===== config.mk =====
export PLATFORM = sky130hd
export DESIGN_NAME = trace_feature_claim_regs
export DESIGN_NICKNAME = d
export VERILOG_FILES = /design/src/include/trace_feature_pkg.sv /design/src/core/trace_feature_claim_regs.sv
export SDC_FILE = /design/constraint.sdc
export NUM_CORES = 1
export LEC_CHECK = 0
export BUFFER_PORTS_ARGS = -buffer_cell sky130_fd_sc_hd__buf_2
export CORE_MARGIN = 3
export CORE_UTILIZATION = 43
export DETAILED_ROUTE_END_ITERATION = 6
export PLACE_DENSITY = 0.76
export SLEW_MARGIN = 20
export SYNTH_ARGS = -nofsm -noshare
export SYNTH_HDL_FRONTEND = slang
export SYNTH_SLANG_ARGS = --single-unit
export TNS_END_PERCENT = 5

===== constraint.sdc =====
create_clock -name aclk -period 1.4 [get_ports aclk]
set_clock_uncertainty 0.05 [all_clocks]
set_input_delay 0.07 -clock aclk [delete_from_list [all_inputs] [get_ports aclk]]
set_output_delay 0.07 -clock aclk [all_outputs]
set_load 0.05 [all_outputs]

===== src/include/trace_feature_pkg.sv =====
// Purpose: Constants for the trace source feature, integration and claim registers.
// Assumes: AXI4-Lite slave with 32-bit data and a 4 KiB register window.
// Notes: Field positions are the bit positions of each field's least significant bit.
package trace_feature_pkg;
  localparam int ADDR_W = 12;
  localparam int DATA_W = 32;
  localparam int CLAIM_MAX = 32;

  // Register byte offsets.
  localparam logic [ADDR_W-1:0] OFF_CLAIM_SET = 12'h000;
  localparam logic [ADDR_W-1:0] OFF_CLAIM_CLR = 12'h004;
  localparam logic [ADDR_W-1:0] OFF_ITCTRL = 12'h008;
  localparam logic [ADDR_W-1:0] OFF_FEAT3 = 12'h00c;
  localparam logic [ADDR_W-1:0] OFF_FEAT2 = 12'h010;
  localparam logic [ADDR_W-1:0] OFF_FEAT1 = 12'h014;

  // AXI response codes.
  localparam logic [1:0] RESP_OKAY = 2'h0;
  localparam logic [1:0] RESP_DECERR = 2'h3;

  // Field positions in the first feature register.
  localparam int F1_ASYNC_POS = 22;
  localparam int F1_SYNC_POS = 20;
  localparam int F1_HWT_POS = 18;
  localparam int F1_PRESC_POS = 16;
  localparam int F1_TRIG_POS = 14;
  localparam int F1_BUS_POS = 10;
  localparam int F1_MARKER_POS = 8;
  localparam int F1_FORCED_POS = 7;
  localparam int F1_RATE_POS = 6;
  localparam int F1_TS_POS = 4;
  localparam int F1_PACKET_FORMAT_KIND_POS = 0;

  // Field positions in the second and third feature registers and the integration control register.
  localparam int F2_KIND_POS = 16;
  localparam int F2_DATA_WIDTH_KIND_POS = 12;
  localparam int F2_TRTYPE_POS = 9;
  localparam int F2_PRIV_POS = 7;
  localparam int F2_FORCE_POS = 6;
  localparam int F2_COMP_POS = 4;
  localparam int F2_PORT_ENABLE_REG_PRESENCE_POS = 2;
  localparam int F2_PORT_TRIGGER_ENABLE_SUPPORT_POS = 0;
  localparam int F3_MASTERS_POS = 0;
  localparam int ITCTRL_IME_POS = 0;

  // Default feature encodings of this build.
  localparam logic [1:0] DEF_ASYNC = 2'h2;
  localparam logic [1:0] DEF_SYNC = 2'h3;
  localparam logic [1:0] DEF_HWT = 2'h2;
  localparam logic [1:0] DEF_PRESC = 2'h1;
  localparam logic [1:0] DEF_TRIG = 2'h2;
  localparam logic [3:0] DEF_BUS = 4'h0;
  localparam logic [1:0] DEF_MARKER = 2'h3;
  localparam logic DEF_FORCED = 1'b1;
  localparam logic DEF_RATE = 1'b1;
  localparam logic [1:0] DEF_TS = 2'h1;
  localparam logic [3:0] DEF_PACKET_FORMAT_KIND = 4'h1;
  localparam logic [1:0] DEF_KIND = 2'h2;
  localparam logic [3:0] DEF_DATA_WIDTH_KIND = 4'h0;
  localparam logic [1:0] DEF_TRTYPE = 2'h2;
  localparam logic [1:0] DEF_PRIV = 2'h2;
  localparam logic DEF_FORCE = 1'b1;
  localparam logic [1:0] DEF_COMP = 2'h3;
  localparam logic DEF_PORT_ENABLE_REG_PRESENCE = 1'b0;
  localparam logic [1:0] DEF_PORT_TRIGGER_ENABLE_SUPPORT = 2'h2;
  localparam logic [15:0] DEF_MASTERS_M1 = 16'h00ff;
  localparam int DEF_CLAIM_BITS = 4;
endpackage


===== src/core/trace_feature_claim_regs.sv =====
// Purpose: Feature, integration mode and claim tag registers of a trace source.
// Assumes: One clock, synchronous active-low reset, AXI4-Lite master on the same clock.
// Notes: Feature registers are read-only constants chosen by parameters, except the port enable presence bit, which is a package constant.
//
// What this block does
// Two-bit support fields report none, absent, present.
// Sync enable field reports four support cases.
// Trigger shot field reports multi or single.
// Bus kind reports base or trigger bus.
// Marker register field reports presence and mode.
// Forced stamp and rate writable single bits.
// Timestamp kind: differential, absolute or none.
// Protocol field one; reserved bits read zero.
// Port kind: basic, extended or both.
// Data width kind: 32 or 64 bits.
// Transaction kind: invariant, guaranteed or both.
// Privilege filter field and port force bit.
// Compression field: none, always or programmable.
// Port enable present; trigger enable field.
// Third register holds master count minus one.
// Integration bit resets zero; upper bits reserved.
// Software sets integration only while unit off.
// Integration bit reads back what was written.
// Agents claim by set, check, release, retry.
// Claim bits never gate any register access.
// At least four claim bits; upper bits zero.
// Clear reads claims; one clears; reset zero.
// Set register ones set; zeros change nothing.
//
// The AXI4-Lite slave port and the address map were left to the implementer.
`timescale 1ns/1ps
`default_nettype none

module trace_feature_claim_regs #(
  parameter int CLAIM_BITS = trace_feature_pkg::DEF_CLAIM_BITS,
  parameter logic [1:0] ASYNC_SUPPORT = trace_feature_pkg::DEF_ASYNC,
  parameter logic [1:0] SYNC_SUPPORT = trace_feature_pkg::DEF_SYNC,
  parameter logic [1:0] HWT_SUPPORT = trace_feature_pkg::DEF_HWT,
  parameter logic [1:0] PRESC_SUPPORT = trace_feature_pkg::DEF_PRESC,
  parameter logic [1:0] TRIG_SUPPORT = trace_feature_pkg::DEF_TRIG,
  parameter logic [3:0] BUS_KIND = trace_feature_pkg::DEF_BUS,
  parameter logic [1:0] MARKER_SUPPORT = trace_feature_pkg::DEF_MARKER,
  parameter logic FORCED_SUPPORT = trace_feature_pkg::DEF_FORCED,
  parameter logic RATE_WRITABLE = trace_feature_pkg::DEF_RATE,
  parameter logic [1:0] TS_KIND = trace_feature_pkg::DEF_TS,
  parameter logic [3:0] PACKET_FORMAT_KIND_KIND = trace_feature_pkg::DEF_PACKET_FORMAT_KIND,
  parameter logic [1:0] PORT_KIND = trace_feature_pkg::DEF_KIND,
  parameter logic [3:0] DATA_WIDTH_KIND_KIND = trace_feature_pkg::DEF_DATA_WIDTH_KIND,
  parameter logic [1:0] TRTYPE_KIND = trace_feature_pkg::DEF_TRTYPE,
  parameter logic [1:0] PRIV_SUPPORT = trace_feature_pkg::DEF_PRIV,
  parameter logic FORCE_SUPPORT = trace_feature_pkg::DEF_FORCE,
  parameter logic [1:0] COMP_SUPPORT = trace_feature_pkg::DEF_COMP,
  parameter logic [1:0] PORT_TRIGGER_ENABLE_SUPPORT_SUPPORT = trace_feature_pkg::DEF_PORT_TRIGGER_ENABLE_SUPPORT,
  parameter logic [15:0] MASTERS_M1 = trace_feature_pkg::DEF_MASTERS_M1
) (
  // Clock and reset.
  input wire logic aclk,
  input wire logic aresetn,
  // Write address channel.
  input wire logic [trace_feature_pkg::ADDR_W-1:0] s_axi_awaddr,
  input wire logic [2:0] s_axi_awprot,
  input wire logic s_axi_awvalid,
  output logic s_axi_awready,
  // Write data channel.
  input wire logic [trace_feature_pkg::DATA_W-1:0] s_axi_wdata,
  input wire logic [3:0] s_axi_wstrb,
  input wire logic s_axi_wvalid,
  output logic s_axi_wready,
  // Write response channel.
  output logic [1:0] s_axi_bresp,
  output logic s_axi_bvalid,
  input wire logic s_axi_bready,
  // Read address channel.
  input wire logic [trace_feature_pkg::ADDR_W-1:0] s_axi_araddr,
  input wire logic [2:0] s_axi_arprot,
  input wire logic s_axi_arvalid,
  output logic s_axi_arready,
  // Read data channel.
  output logic [trace_feature_pkg::DATA_W-1:0] s_axi_rdata,
  output logic [1:0] s_axi_rresp,
  output logic s_axi_rvalid,
  input wire logic s_axi_rready,
  // Block state.
  output logic integration_mode,
  output logic [CLAIM_BITS-1:0] claim_bits
);
  import trace_feature_pkg::*;

  typedef struct packed {
    logic awready;
    logic wready;
    logic bvalid;
    logic [1:0] bresp;
    logic arready;
    logic rvalid;
    logic [1:0] rresp;
    logic [DATA_W-1:0] rdata;
    logic [ADDR_W-1:0] ra;
    logic aw_held;
    logic [ADDR_W-1:0] wa;
    logic w_held;
    logic [DATA_W-1:0] wd;
    logic [3:0] ws;
    logic [CLAIM_BITS-1:0] claim;
    logic integration_mode_bit;
  } state_s;

  state_s q_r;
  state_s q_nxt;
  logic wr_fire;
  logic [DATA_W-1:0] w_eff;
  logic [CLAIM_BITS-1:0] w_claim;
  logic [DATA_W-1:0] feat1_word;
  logic [DATA_W-1:0] feat2_word;
  logic [DATA_W-1:0] feat3_word;

  ////////////////////////////////////////////////////////////////////////////
  // Feature words. Every position not named here reads as zero.

  assign feat1_word = (32'(ASYNC_SUPPORT) << F1_ASYNC_POS)
    | (32'(SYNC_SUPPORT) << F1_SYNC_POS)
    | (32'(HWT_SUPPORT) << F1_HWT_POS)
    | (32'(PRESC_SUPPORT) << F1_PRESC_POS)
    | (32'(TRIG_SUPPORT) << F1_TRIG_POS)
    | (32'(BUS_KIND) << F1_BUS_POS)
    | (32'(MARKER_SUPPORT) << F1_MARKER_POS)
    | (32'(FORCED_SUPPORT) << F1_FORCED_POS)
    | (32'(RATE_WRITABLE) << F1_RATE_POS)
    | (32'(TS_KIND) << F1_TS_POS)
    | (32'(PACKET_FORMAT_KIND_KIND) << F1_PACKET_FORMAT_KIND_POS);

  assign feat2_word = (32'(PORT_KIND) << F2_KIND_POS)
    | (32'(DATA_WIDTH_KIND_KIND) << F2_DATA_WIDTH_KIND_POS)
    | (32'(TRTYPE_KIND) << F2_TRTYPE_POS)
    | (32'(PRIV_SUPPORT) << F2_PRIV_POS)
    | (32'(FORCE_SUPPORT) << F2_FORCE_POS)
    | (32'(COMP_SUPPORT) << F2_COMP_POS)
    | (32'(DEF_PORT_ENABLE_REG_PRESENCE) << F2_PORT_ENABLE_REG_PRESENCE_POS)
    | (32'(PORT_TRIGGER_ENABLE_SUPPORT_SUPPORT) << F2_PORT_TRIGGER_ENABLE_SUPPORT_POS);

  assign feat3_word = 32'(MASTERS_M1) << F3_MASTERS_POS;

  ////////////////////////////////////////////////////////////////////////////
  // Helpers.

  function automatic logic [DATA_W-1:0] strb_mask(input logic [3:0] s);
    logic [DATA_W-1:0] m;
    m = '0;
    for (int i = 0; i < 4; i++) begin
      m[i*8 +: 8] = {8{s[i]}};
    end
    return m;
  endfunction

  function automatic logic hit(input logic [ADDR_W-1:0] a, input logic [ADDR_W-1:0] off);
    return a[ADDR_W-1:2] == off[ADDR_W-1:2];
  endfunction

  assign w_eff = q_r.wd & strb_mask(q_r.ws);
  assign w_claim = w_eff[CLAIM_BITS-1:0];

  ////////////////////////////////////////////////////////////////////////////
  // Next state. Claim state enters no handshake term, so access is never gated.

  always_comb begin
    q_nxt = q_r;
    wr_fire = 1'b0;
    if (s_axi_awvalid && q_r.awready) begin
      q_nxt.aw_held = 1'b1;
      q_nxt.wa = s_axi_awaddr;
    end
    if (s_axi_wvalid && q_r.wready) begin
      q_nxt.w_held = 1'b1;
      q_nxt.wd = s_axi_wdata;
      q_nxt.ws = s_axi_wstrb;
    end
    if (q_r.bvalid && s_axi_bready) begin
      q_nxt.bvalid = 1'b0;
    end
    if (q_r.aw_held && q_r.w_held && !q_r.bvalid) begin
      wr_fire = 1'b1;
      q_nxt.aw_held = 1'b0;
      q_nxt.w_held = 1'b0;
      q_nxt.bvalid = 1'b1;
      q_nxt.bresp = RESP_OKAY;
      if (hit(q_r.wa, OFF_CLAIM_SET)) begin
        q_nxt.claim = q_r.claim | w_claim;
      end else if (hit(q_r.wa, OFF_CLAIM_CLR)) begin
        q_nxt.claim = q_r.claim & ~w_claim;
      end else if (hit(q_r.wa, OFF_ITCTRL)) begin
        if (q_r.ws[0]) begin
          q_nxt.integration_mode_bit = q_r.wd[ITCTRL_IME_POS];
        end
      end else if (!(hit(q_r.wa, OFF_FEAT1) || hit(q_r.wa, OFF_FEAT2) || hit(q_r.wa, OFF_FEAT3))) begin
        q_nxt.bresp = RESP_DECERR;
      end
    end
    q_nxt.awready = !q_nxt.aw_held && !q_nxt.bvalid;
    q_nxt.wready = !q_nxt.w_held && !q_nxt.bvalid;
    if (q_r.rvalid && s_axi_rready) begin
      q_nxt.rvalid = 1'b0;
    end
    if (s_axi_arvalid && q_r.arready) begin
      q_nxt.rvalid = 1'b1;
      q_nxt.ra = s_axi_araddr;
      q_nxt.rresp = RESP_OKAY;
      if (hit(s_axi_araddr, OFF_CLAIM_SET) || hit(s_axi_araddr, OFF_CLAIM_CLR)) begin
        q_nxt.rdata = 32'(q_r.claim);
      end else if (hit(s_axi_araddr, OFF_ITCTRL)) begin
        q_nxt.rdata = 32'(q_r.integration_mode_bit) << ITCTRL_IME_POS;
      end else if (hit(s_axi_araddr, OFF_FEAT1)) begin
        q_nxt.rdata = feat1_word;
      end else if (hit(s_axi_araddr, OFF_FEAT2)) begin
        q_nxt.rdata = feat2_word;
      end else if (hit(s_axi_araddr, OFF_FEAT3)) begin
        q_nxt.rdata = feat3_word;
      end else begin
        q_nxt.rdata = '0;
        q_nxt.rresp = RESP_DECERR;
      end
    end
    q_nxt.arready = !q_nxt.rvalid;
  end

  always_ff @(posedge aclk) begin
    if (!aresetn) begin
      q_r <= '0;
    end else begin
      q_r <= q_nxt;
    end
  end

  assign s_axi_awready = q_r.awready;
  assign s_axi_wready = q_r.wready;
  assign s_axi_bvalid = q_r.bvalid;
  assign s_axi_bresp = q_r.bresp;
  assign s_axi_arready = q_r.arready;
  assign s_axi_rvalid = q_r.rvalid;
  assign s_axi_rresp = q_r.rresp;
  assign s_axi_rdata = q_r.rdata;
  assign integration_mode = q_r.integration_mode_bit;
  assign claim_bits = q_r.claim;
endmodule // trace_feature_claim_regs

`default_nettype wire


==> impl_results.html, run 1 <==
<table>
<tr><th>Metric</th><th>Value</th></tr>
<tr><th colspan="2">Outcome</th></tr>
<tr><td>Outcome</td><td>complete, but fails checks</td></tr>
<tr><td>Failing checks</td><td>negative hold slack</td></tr>
<tr><th colspan="2">Power and ir drop</th></tr>
<tr><td>Peak ir drop on the vdd network</td><td>0.602 mV</td></tr>
<tr><td>Standby leakage power</td><td>0.00102 uW</td></tr>
<tr><td>Pwr per Cell Area</td><td>1010 nW/um^2</td></tr>
<tr><th colspan="2">Layout</th></tr>
<tr><td>Utilization after layout</td><td>a little over half</td></tr>
<tr><td>Sequential cell area</td><td>782 um^2</td></tr>
<tr><td>Multi-input combinational cell area</td><td>863 um^2</td></tr>
<tr><td>Filler instances</td><td>384</td></tr>
<tr><td>Fraction of final layout cells with drive strength greater than 1</td><td>28.9%</td></tr>
<tr><td>Layout-stage area growth over the synthesis result</td><td>15.0%</td></tr>
<tr><td>Count of inserted antenna diode cells</td><td>0</td></tr>
<tr><td>Net total in the final layout</td><td>340</td></tr>
<tr><th colspan="2">Floorplan</th></tr>
<tr><td>DIE WIDTH</td><td>between 70 and 80 um</td></tr>
<tr><td>Die Y-Extent</td><td>73.1 um</td></tr>
<tr><td>Core box area</td><td>4170 um^2</td></tr>
<tr><td>Die area</td><td>5340 um^2</td></tr>
<tr><td>Total I/O pin count</td><td>119</td></tr>
<tr><td>Initial cell density of the core</td><td>46.4%</td></tr>
<tr><td>Floorplan row count</td><td>23</td></tr>
<tr><th colspan="2">Yosys</th></tr>
<tr><td>Top cell type's share of synthesized area</td><td>40.3%</td></tr>
<tr><td>Flops &amp; latches, synth</td><td>39</td></tr>
<tr><td>Post-synthesis instance total</td><td>219</td></tr>
<tr><td>Primary FF master, synth</td><td>dfxtp_1</td></tr>
<tr><td>Register area share after synthesis</td><td>40.3%</td></tr>
<tr><td>Main area contributors after synthesis</td><td>dfxtp_1 (40%), buf_4 (16%), nand2_1 (9.3%)</td></tr>
<tr><td>Most common library cells after synthesis</td><td>nand2_1 (48), buf_4 (40), dfxtp_1 (39), a21boi_0 (20)</td></tr>
<tr><td>Count of flip-flops with a built-in enable after synthesis</td><td>0</td></tr>
<tr><td>Avg Inst Size Synth</td><td>8.84 um^2</td></tr>
<tr><td>Netlist cell types</td><td>34</td></tr>
<tr><td>Cell area after synthesis</td><td>1940 um^2</td></tr>
<tr><td>Most frequent cell after synthesis</td><td>nand2_1</td></tr>
<tr><td>Share of synthesized flip-flops with an asynchronous set or reset</td><td>0%</td></tr>
<tr><td>Synth area leader</td><td>dfxtp_1</td></tr>
<tr><td>Number of warnings issued by yosys</td><td>0</td></tr>
<tr><th colspan="2">Setup path</th></tr>
<tr><td>Max Fanout on Critical Path</td><td>6</td></tr>
<tr><td>Category of the critical setup timing path</td><td>reg -&gt; reg</td></tr>
<tr><td>Crit-path cells</td><td>nor4_4 &gt; nand4_1 &gt; mux2i_1</td></tr>
<tr><td>Critical path launch point type</td><td>flip-flop</td></tr>
<tr><td>Required time of the worst setup path</td><td>1520 ps</td></tr>
<tr><td>Combined buffer and inverter count along the critical path</td><td>0</td></tr>
<tr><td>Data arrival time of the critical path</td><td>approximately 1400 ps</td></tr>
<tr><td>Startpoint of the most critical setup path</td><td>q_r[51]</td></tr>
<tr><td>Endpoint class of the critical path</td><td>flip-flop</td></tr>
<tr><td>Top cell family by delay on the critical path</td><td>simple AND/OR/NAND/NOR gates</td></tr>
<tr><td>Crit-path slowest cell</td><td>nor4_4</td></tr>
<tr><td>Source of the worst register-to-register timing path</td><td>q_r[51]</td></tr>
<tr><td>Largest stage delay, worst path</td><td>410 ps</td></tr>
<tr><th colspan="2">Clock network</th></tr>
<tr><td>Number of buffers created by CTS</td><td>5</td></tr>
<tr><td>Number of sinks handled by clock tree synthesis</td><td>39</td></tr>
<tr><td>Post-CTS setup buffers</td><td>0</td></tr>
<tr><td>Maximum level of the CTS H-tree</td><td>2</td></tr>
<tr><td>CTS tree</td><td>yes</td></tr>
<tr><td>Maximum number of buffers from clock root to sink</td><td>2</td></tr>
<tr><td>Root Driver</td><td>clkbuf_8</td></tr>
<tr><td>Skew-Pair Late Insertion Delay</td><td>280 ps</td></tr>
<tr><td>Clock input transition at the sequential cells of the worst setup and hold paths</td><td>~70 ps</td></tr>
<tr><th colspan="2">Routing</th></tr>
<tr><td>Post-detailed-route count of antenna-violating nets</td><td>0</td></tr>
<tr><td>Residual DRC</td><td>0</td></tr>
<tr><td>Overall via count from detail_route</td><td>about 1,600</td></tr>
<tr><td>Total Wirelength</td><td>approximately 3.7 mm</td></tr>
<tr><td>Detail-routed net length per standard cell</td><td>11.6 um</td></tr>
<tr><td>Drt initial violations</td><td>51</td></tr>
<tr><td>1st-pass router iterations</td><td>4</td></tr>
<tr><td>Via-per-instance ratio</td><td>4.94</td></tr>
<tr><th colspan="2">STA</th></tr>
<tr><td>Number of pins with negative max-slew slack in the final report</td><td>0</td></tr>
<tr><td>Finish-stage setup viols</td><td>0</td></tr>
<tr><td>Maximum frequency from static timing analysis</td><td>794 MHz</td></tr>
<tr><td>Shortest period the worst path allows</td><td>1260 ps</td></tr>
<tr><td>Final Cycle Share</td><td>89.9%</td></tr>
<tr><td>Setup repair after global routing missed its margin</td><td>no</td></tr>
<tr><td>Hold slack</td><td>-3.84 ps</td></tr>
<tr><td>Total count of hold-check failures in the final report</td><td>1</td></tr>
<tr><th colspan="2">GRT</th></tr>
<tr><td>Maximum number of pins on one net before global-route repair</td><td>29</td></tr>
<tr><td>Global Route Usage Sum</td><td>roughly 14%</td></tr>
<tr><td>Global-route wire length before repair</td><td>5.61 mm</td></tr>
<tr><td>Via count of the first global-routing pass</td><td>1,310</td></tr>
<tr><td>Gr ovfl total</td><td>0</td></tr>
<tr><td>Initial antenna violation count</td><td>0</td></tr>
<tr><th colspan="2">Hold path</th></tr>
<tr><td>Type of the most critical hold path</td><td>in -&gt; reg</td></tr>
<tr><td>Hold Path Origin</td><td>s_axi_awaddr[4]</td></tr>
<tr><th colspan="2">Placement</th></tr>
<tr><td>Routability congestion estimate</td><td>about 0.80</td></tr>
<tr><td>Port-buffer cells</td><td>63</td></tr>
<tr><td>HPWL after detailed placement</td><td>roughly 2.7 mm</td></tr>
<tr><th colspan="2">Job</th></tr>
<tr><td>Max-cap violation count</td><td>0</td></tr>
</table>
## stage by stage
stage / setup slack [ps] / setup TNS, ps / total power [uW] / cells / cell area, um^2
after global placement: 163 / 0 / 1570 / 300 / 2050
after global routing: 48.0 / 0 / 2330 / 316 / 2230
after detailed placement: 136 / 0 / 1570 / 300 / 2050
after CTS: 127 / 0 / 2270 / 316 / 2230
final: 141 / 0 / 2240 / 316 / 2230
after floorplan: -16.9 / -169 / 1510 / 232 / 1990
## per-layer routing
layer	vias up	track usage, %	part of all wire, %
li1	790	-	-
met1	713	16.9	45
met2	51	21.3	46
met3	7	4.27	7.0
met4	0	6.76	2.0
met5	-	0	0
## kinds of logic (layout without fill, tap and decap cells)
kind of cell    Yosys count  count (layout)  share of synthesized area, %
buf+inv                  50              84                          17.6
mux                       5               5                          2.59
compound gates           39              39                          15.0
simple gates             84              84                          23.9
other cells               1              14                         0.194
xor+xnor                  1               1                         0.453
flops                    39              39                          40.3
## path summary, 6_finish.rpt
kind / slack (ps) / depth (start not counted) / to
min: -4 / 3 / q_r[46]
max: 140 / 3 / flip-flop
max reg2reg: 140 / 3 / flip-flop
min reg2reg: 400 / 2 / s_axi_rdata[7]
## final cells by class
class                   instances  area share [%]
multi-input cells             143            38.8
clock buffers                   6            3.26
inverters                       2           0.337
flip-flops and latches         39            35.1
repair buffers                 76            19.7
well taps                      50            2.81
## report_power, final
| part | switching [uW] | total (uW) | internal, uW | leakage (uW) |
|---|---|---|---|---|
| clock network | 340 | 671 | 331 | 0.0000371 |
| registers | 32.9 | 1180 | 1150 | 0.000317 |
| logic | 261 | 387 | 127 | 0.000666 |
## worst min-delay path: stages
cell and delay, ps:
buf_2 100, nand2_1 50, a21boi_0 70
## layout by cell type (no fill, tap or decap), types with 3 or more instances in the layout
cell type / n
buf_2: 63
clkbuf_8: 5
buf_4: 3
nor2_1: 3
a21boi_0: 20
o31ai_1: 5
nand4_1: 6
conb_1: 14
nor4bb_1: 5
o21ai_0: 5
dfxtp_1: 38
nand2_1: 48
nand2b_1: 4
dlygate4sd3_1: 10
nand3_1: 5
mux2i_1: 5
## repair_timing
action                     in CTS  in global routing
hold endpoints to repair       10                  0
setup endpoints to repair       0                  0
resized for setup               0                  0
hold buffers                   10                  0
(Power assumes the default switching activity.)
==> run 2, diff against run 1 <==
- BUFFER_PORTS_ARGS: -buffer_cell sky130_fd_sc_hd__buf_2 -> -buffer_cell sky130_fd_sc_hd__clkbuf_2
==> impl_results.html, run 2 (synthesized netlist as in run 1, its figures left out) <==
<table>
<tr><th>Metric</th><th>Value</th></tr>
<tr><th colspan="2">Hold path</th></tr>
<tr><td>Type of the most critical hold path</td><td>in -&gt; reg</td></tr>
<tr><td>Hold Crit Depth</td><td>3</td></tr>
<tr><td>Hold Path Origin</td><td>s_axi_wdata[0]</td></tr>
<tr><td>Hold worst-path end</td><td>q_r[9]</td></tr>
<tr><th colspan="2">Clock network</th></tr>
<tr><td>Number of sinks handled by clock tree synthesis</td><td>39</td></tr>
<tr><td>Maximum number of buffers from clock root to sink</td><td>2</td></tr>
<tr><td>Clock input transition at the sequential cells of the worst setup and hold paths</td><td>70 ps</td></tr>
<tr><td>Skew-Pair Late Insertion Delay</td><td>approximately 280 ps</td></tr>
<tr><td>Maximum level of the CTS H-tree</td><td>2</td></tr>
<tr><td>Number of gates resized after CTS</td><td>0</td></tr>
<tr><td>Number of buffers created by CTS</td><td>5</td></tr>
<tr><td>CTS tree</td><td>yes</td></tr>
<tr><td>Root Driver</td><td>clkbuf_8</td></tr>
<tr><th colspan="2">Floorplan</th></tr>
<tr><td>Die Y-Extent</td><td>73.1 um</td></tr>
<tr><td>Core box area</td><td>4170 um^2</td></tr>
<tr><td>DIE WIDTH</td><td>~73 um</td></tr>
<tr><td>Initial cell density of the core</td><td>between 40% and 50%</td></tr>
<tr><td>Total I/O pin count</td><td>119</td></tr>
<tr><td>Die area</td><td>5340 um^2</td></tr>
<tr><td>Floorplan row count</td><td>23</td></tr>
<tr><th colspan="2">Routing</th></tr>
<tr><td>Drt initial violations</td><td>52</td></tr>
<tr><td>Detail-routed net length per standard cell</td><td>around 11 um</td></tr>
<tr><td>Total Wirelength</td><td>roughly 3.6 mm</td></tr>
<tr><td>Residual DRC</td><td>0</td></tr>
<tr><td>1st-pass router iterations</td><td>4</td></tr>
<tr><td>Via-per-instance ratio</td><td>4.79</td></tr>
<tr><td>Post-detailed-route count of antenna-violating nets</td><td>0</td></tr>
<tr><td>Overall via count from detail_route</td><td>1,546</td></tr>
<tr><th colspan="2">STA</th></tr>
<tr><td>Setup repair after global routing missed its margin</td><td>no</td></tr>
<tr><td>Shortest period the worst path allows</td><td>~1200 ps</td></tr>
<tr><td>Smallest setup slack after layout</td><td>roughly 160 ps</td></tr>
<tr><td>Maximum frequency from static timing analysis</td><td>805 MHz</td></tr>
<tr><td>Summed negative setup slack over all endpoints</td><td>0 ps</td></tr>
<tr><td>Final Cycle Share</td><td>between 80% and 90%</td></tr>
<tr><td>Number of pins with negative max-slew slack in the final report</td><td>0</td></tr>
<tr><td>Finish-stage setup viols</td><td>0</td></tr>
<tr><td>Total count of hold-check failures in the final report</td><td>0</td></tr>
<tr><th colspan="2">Setup path</th></tr>
<tr><td>Endpoint class of the critical path</td><td>flip-flop</td></tr>
<tr><td>Slack of the worst reg-to-reg path</td><td>160 ps</td></tr>
<tr><td>Source of the worst register-to-register timing path</td><td>q_r[51]</td></tr>
<tr><td>Worst Reg-to-Reg Cells</td><td>3</td></tr>
<tr><td>Required time of the worst setup path</td><td>1530 ps</td></tr>
<tr><td>Data arrival time of the critical path</td><td>1370 ps</td></tr>
<tr><td>Category of the critical setup timing path</td><td>reg -&gt; reg</td></tr>
<tr><td>Critical path launch point type</td><td>flip-flop</td></tr>
<tr><td>Max Fanout on Critical Path</td><td>6</td></tr>
<tr><th colspan="2">Layout</th></tr>
<tr><td>Post-route non-filler standard cell count</td><td>323</td></tr>
<tr><td>Most common cell after layout, fill and taps aside</td><td>clkbuf_2</td></tr>
<tr><td>Count of inserted antenna diode cells</td><td>0</td></tr>
<tr><td>Post-route cell area</td><td>2300 um^2</td></tr>
<tr><td>Fraction of final layout cells with drive strength greater than 1</td><td>28.9%</td></tr>
<tr><td>Filler instances</td><td>375</td></tr>
<tr><td>Utilization after layout</td><td>55.2%</td></tr>
<tr><td>Layout-stage area growth over the synthesis result</td><td>19.0%</td></tr>
<tr><td>Most frequent cells in the layout</td><td>clkbuf_2 (63), nand2_1 (48), dfxtp_1 (38)</td></tr>
<tr><td>Net total in the final layout</td><td>roughly 350</td></tr>
<tr><th colspan="2">GRT</th></tr>
<tr><td>Maximum number of pins on one net before global-route repair</td><td>29</td></tr>
<tr><td>Gr ovfl total</td><td>0</td></tr>
<tr><td>Initial antenna violation count</td><td>0</td></tr>
<tr><td>Via count of the first global-routing pass</td><td>1,313</td></tr>
<tr><td>Global-route wire length before repair</td><td>about 5.7 mm</td></tr>
<tr><td>Global Route Usage Sum</td><td>13.6%</td></tr>
<tr><th colspan="2">Power and ir drop</th></tr>
<tr><td>Standby leakage power</td><td>0.00104 uW</td></tr>
<tr><td>Peak ir drop on the vdd network</td><td>approximately 0.76 mV</td></tr>
<tr><td>Pwr per Cell Area</td><td>1040 nW/um^2</td></tr>
<tr><th colspan="2">Placement</th></tr>
<tr><td>Inst Count DP</td><td>300</td></tr>
<tr><td>Routability congestion estimate</td><td>0.796</td></tr>
<tr><td>Area after DPL</td><td>2050 um^2</td></tr>
<tr><td>Dpl ws</td><td>~160 ps</td></tr>
<tr><td>Port-buffer cells</td><td>63</td></tr>
<tr><td>HPWL after detailed placement</td><td>between 2 and 3 mm</td></tr>
<tr><th colspan="2">Outcome</th></tr>
<tr><td>Outcome</td><td>completed</td></tr>
<tr><th colspan="2">Job</th></tr>
<tr><td>Max-cap violation count</td><td>0</td></tr>
</table>
[run 2: cell types whose count changed in the layout (fill, tap and decap cells not counted)]
cell	delta
buf_2	-63
clkbuf_2	+63
dlygate4sd3_1	+5
clkbuf_8	+2
[run 2: final cells by class]
class / count / area, um^2 / area share [%]
clock buffer: 8 / 100 / 4.35
inverter: 2 / 7.51 / 0.326
multi-input combinational: 143 / 863 / 37.5
sequential: 39 / 782 / 33.9
tap: 50 / 62.6 / 2.72
timing repair buffer: 81 / 488 / 21.2
[run 2: report_power, final]
| group | internal (uW) | total (uW) | switching (uW) |
|---|---|---|---|
| Combinational | 135 | 397 | 262 |
| Clock | 449 | 808 | 359 |
| Sequential | 1150 | 1180 | 32.7 |
[run 2: critical path: stages (launching register included)]
cell     delay (ps)
dfxtp_1         340
nor4_4          410
nand4_1         190
mux2i_1         150
[run 2: per-layer routing]
layer / share of wire (%) / vias up / GRT usage (%)
li1: - / 804 / -
met1: 44 / 689 / 17.2
met2: 49 / 47 / 21.7
met3: 5.9 / 6 / 3.86
met4: 1.6 / 0 / 5.53
met5: 0 / - / 0
[run 2: how the worst max path moves through the flow]
stage | start | end | slack [ps] | cells after the start
detailed placement | q_r[51] | flip-flop | 160 | 3
global route | q_r[51] | flip-flop | 70 | 3
global placement | q_r[51] | flip-flop | 160 | 3
CTS | q_r[51] | flip-flop | 150 | 3
finish | q_r[51] | flip-flop | 160 | 3
floorplan | s_axi_awready | q_r[44] | -20 | 4
[run 2: what timing repair did]
action / 4_1_cts / 5_1_grt
hold endpoints to repair: 15 / 0
setup buffers: 0 / 0
hold buffers: 15 / 0
[run 2: metrics by stage]
step / hold slack (ps) / total power (uW)
global route: 24.0 / 2490
floorplan: 125 / 1510
detailed placement: 260 / 1570
global placement: 254 / 1570
CTS: 0.214 / 2410
finish: 10.8 / 2390
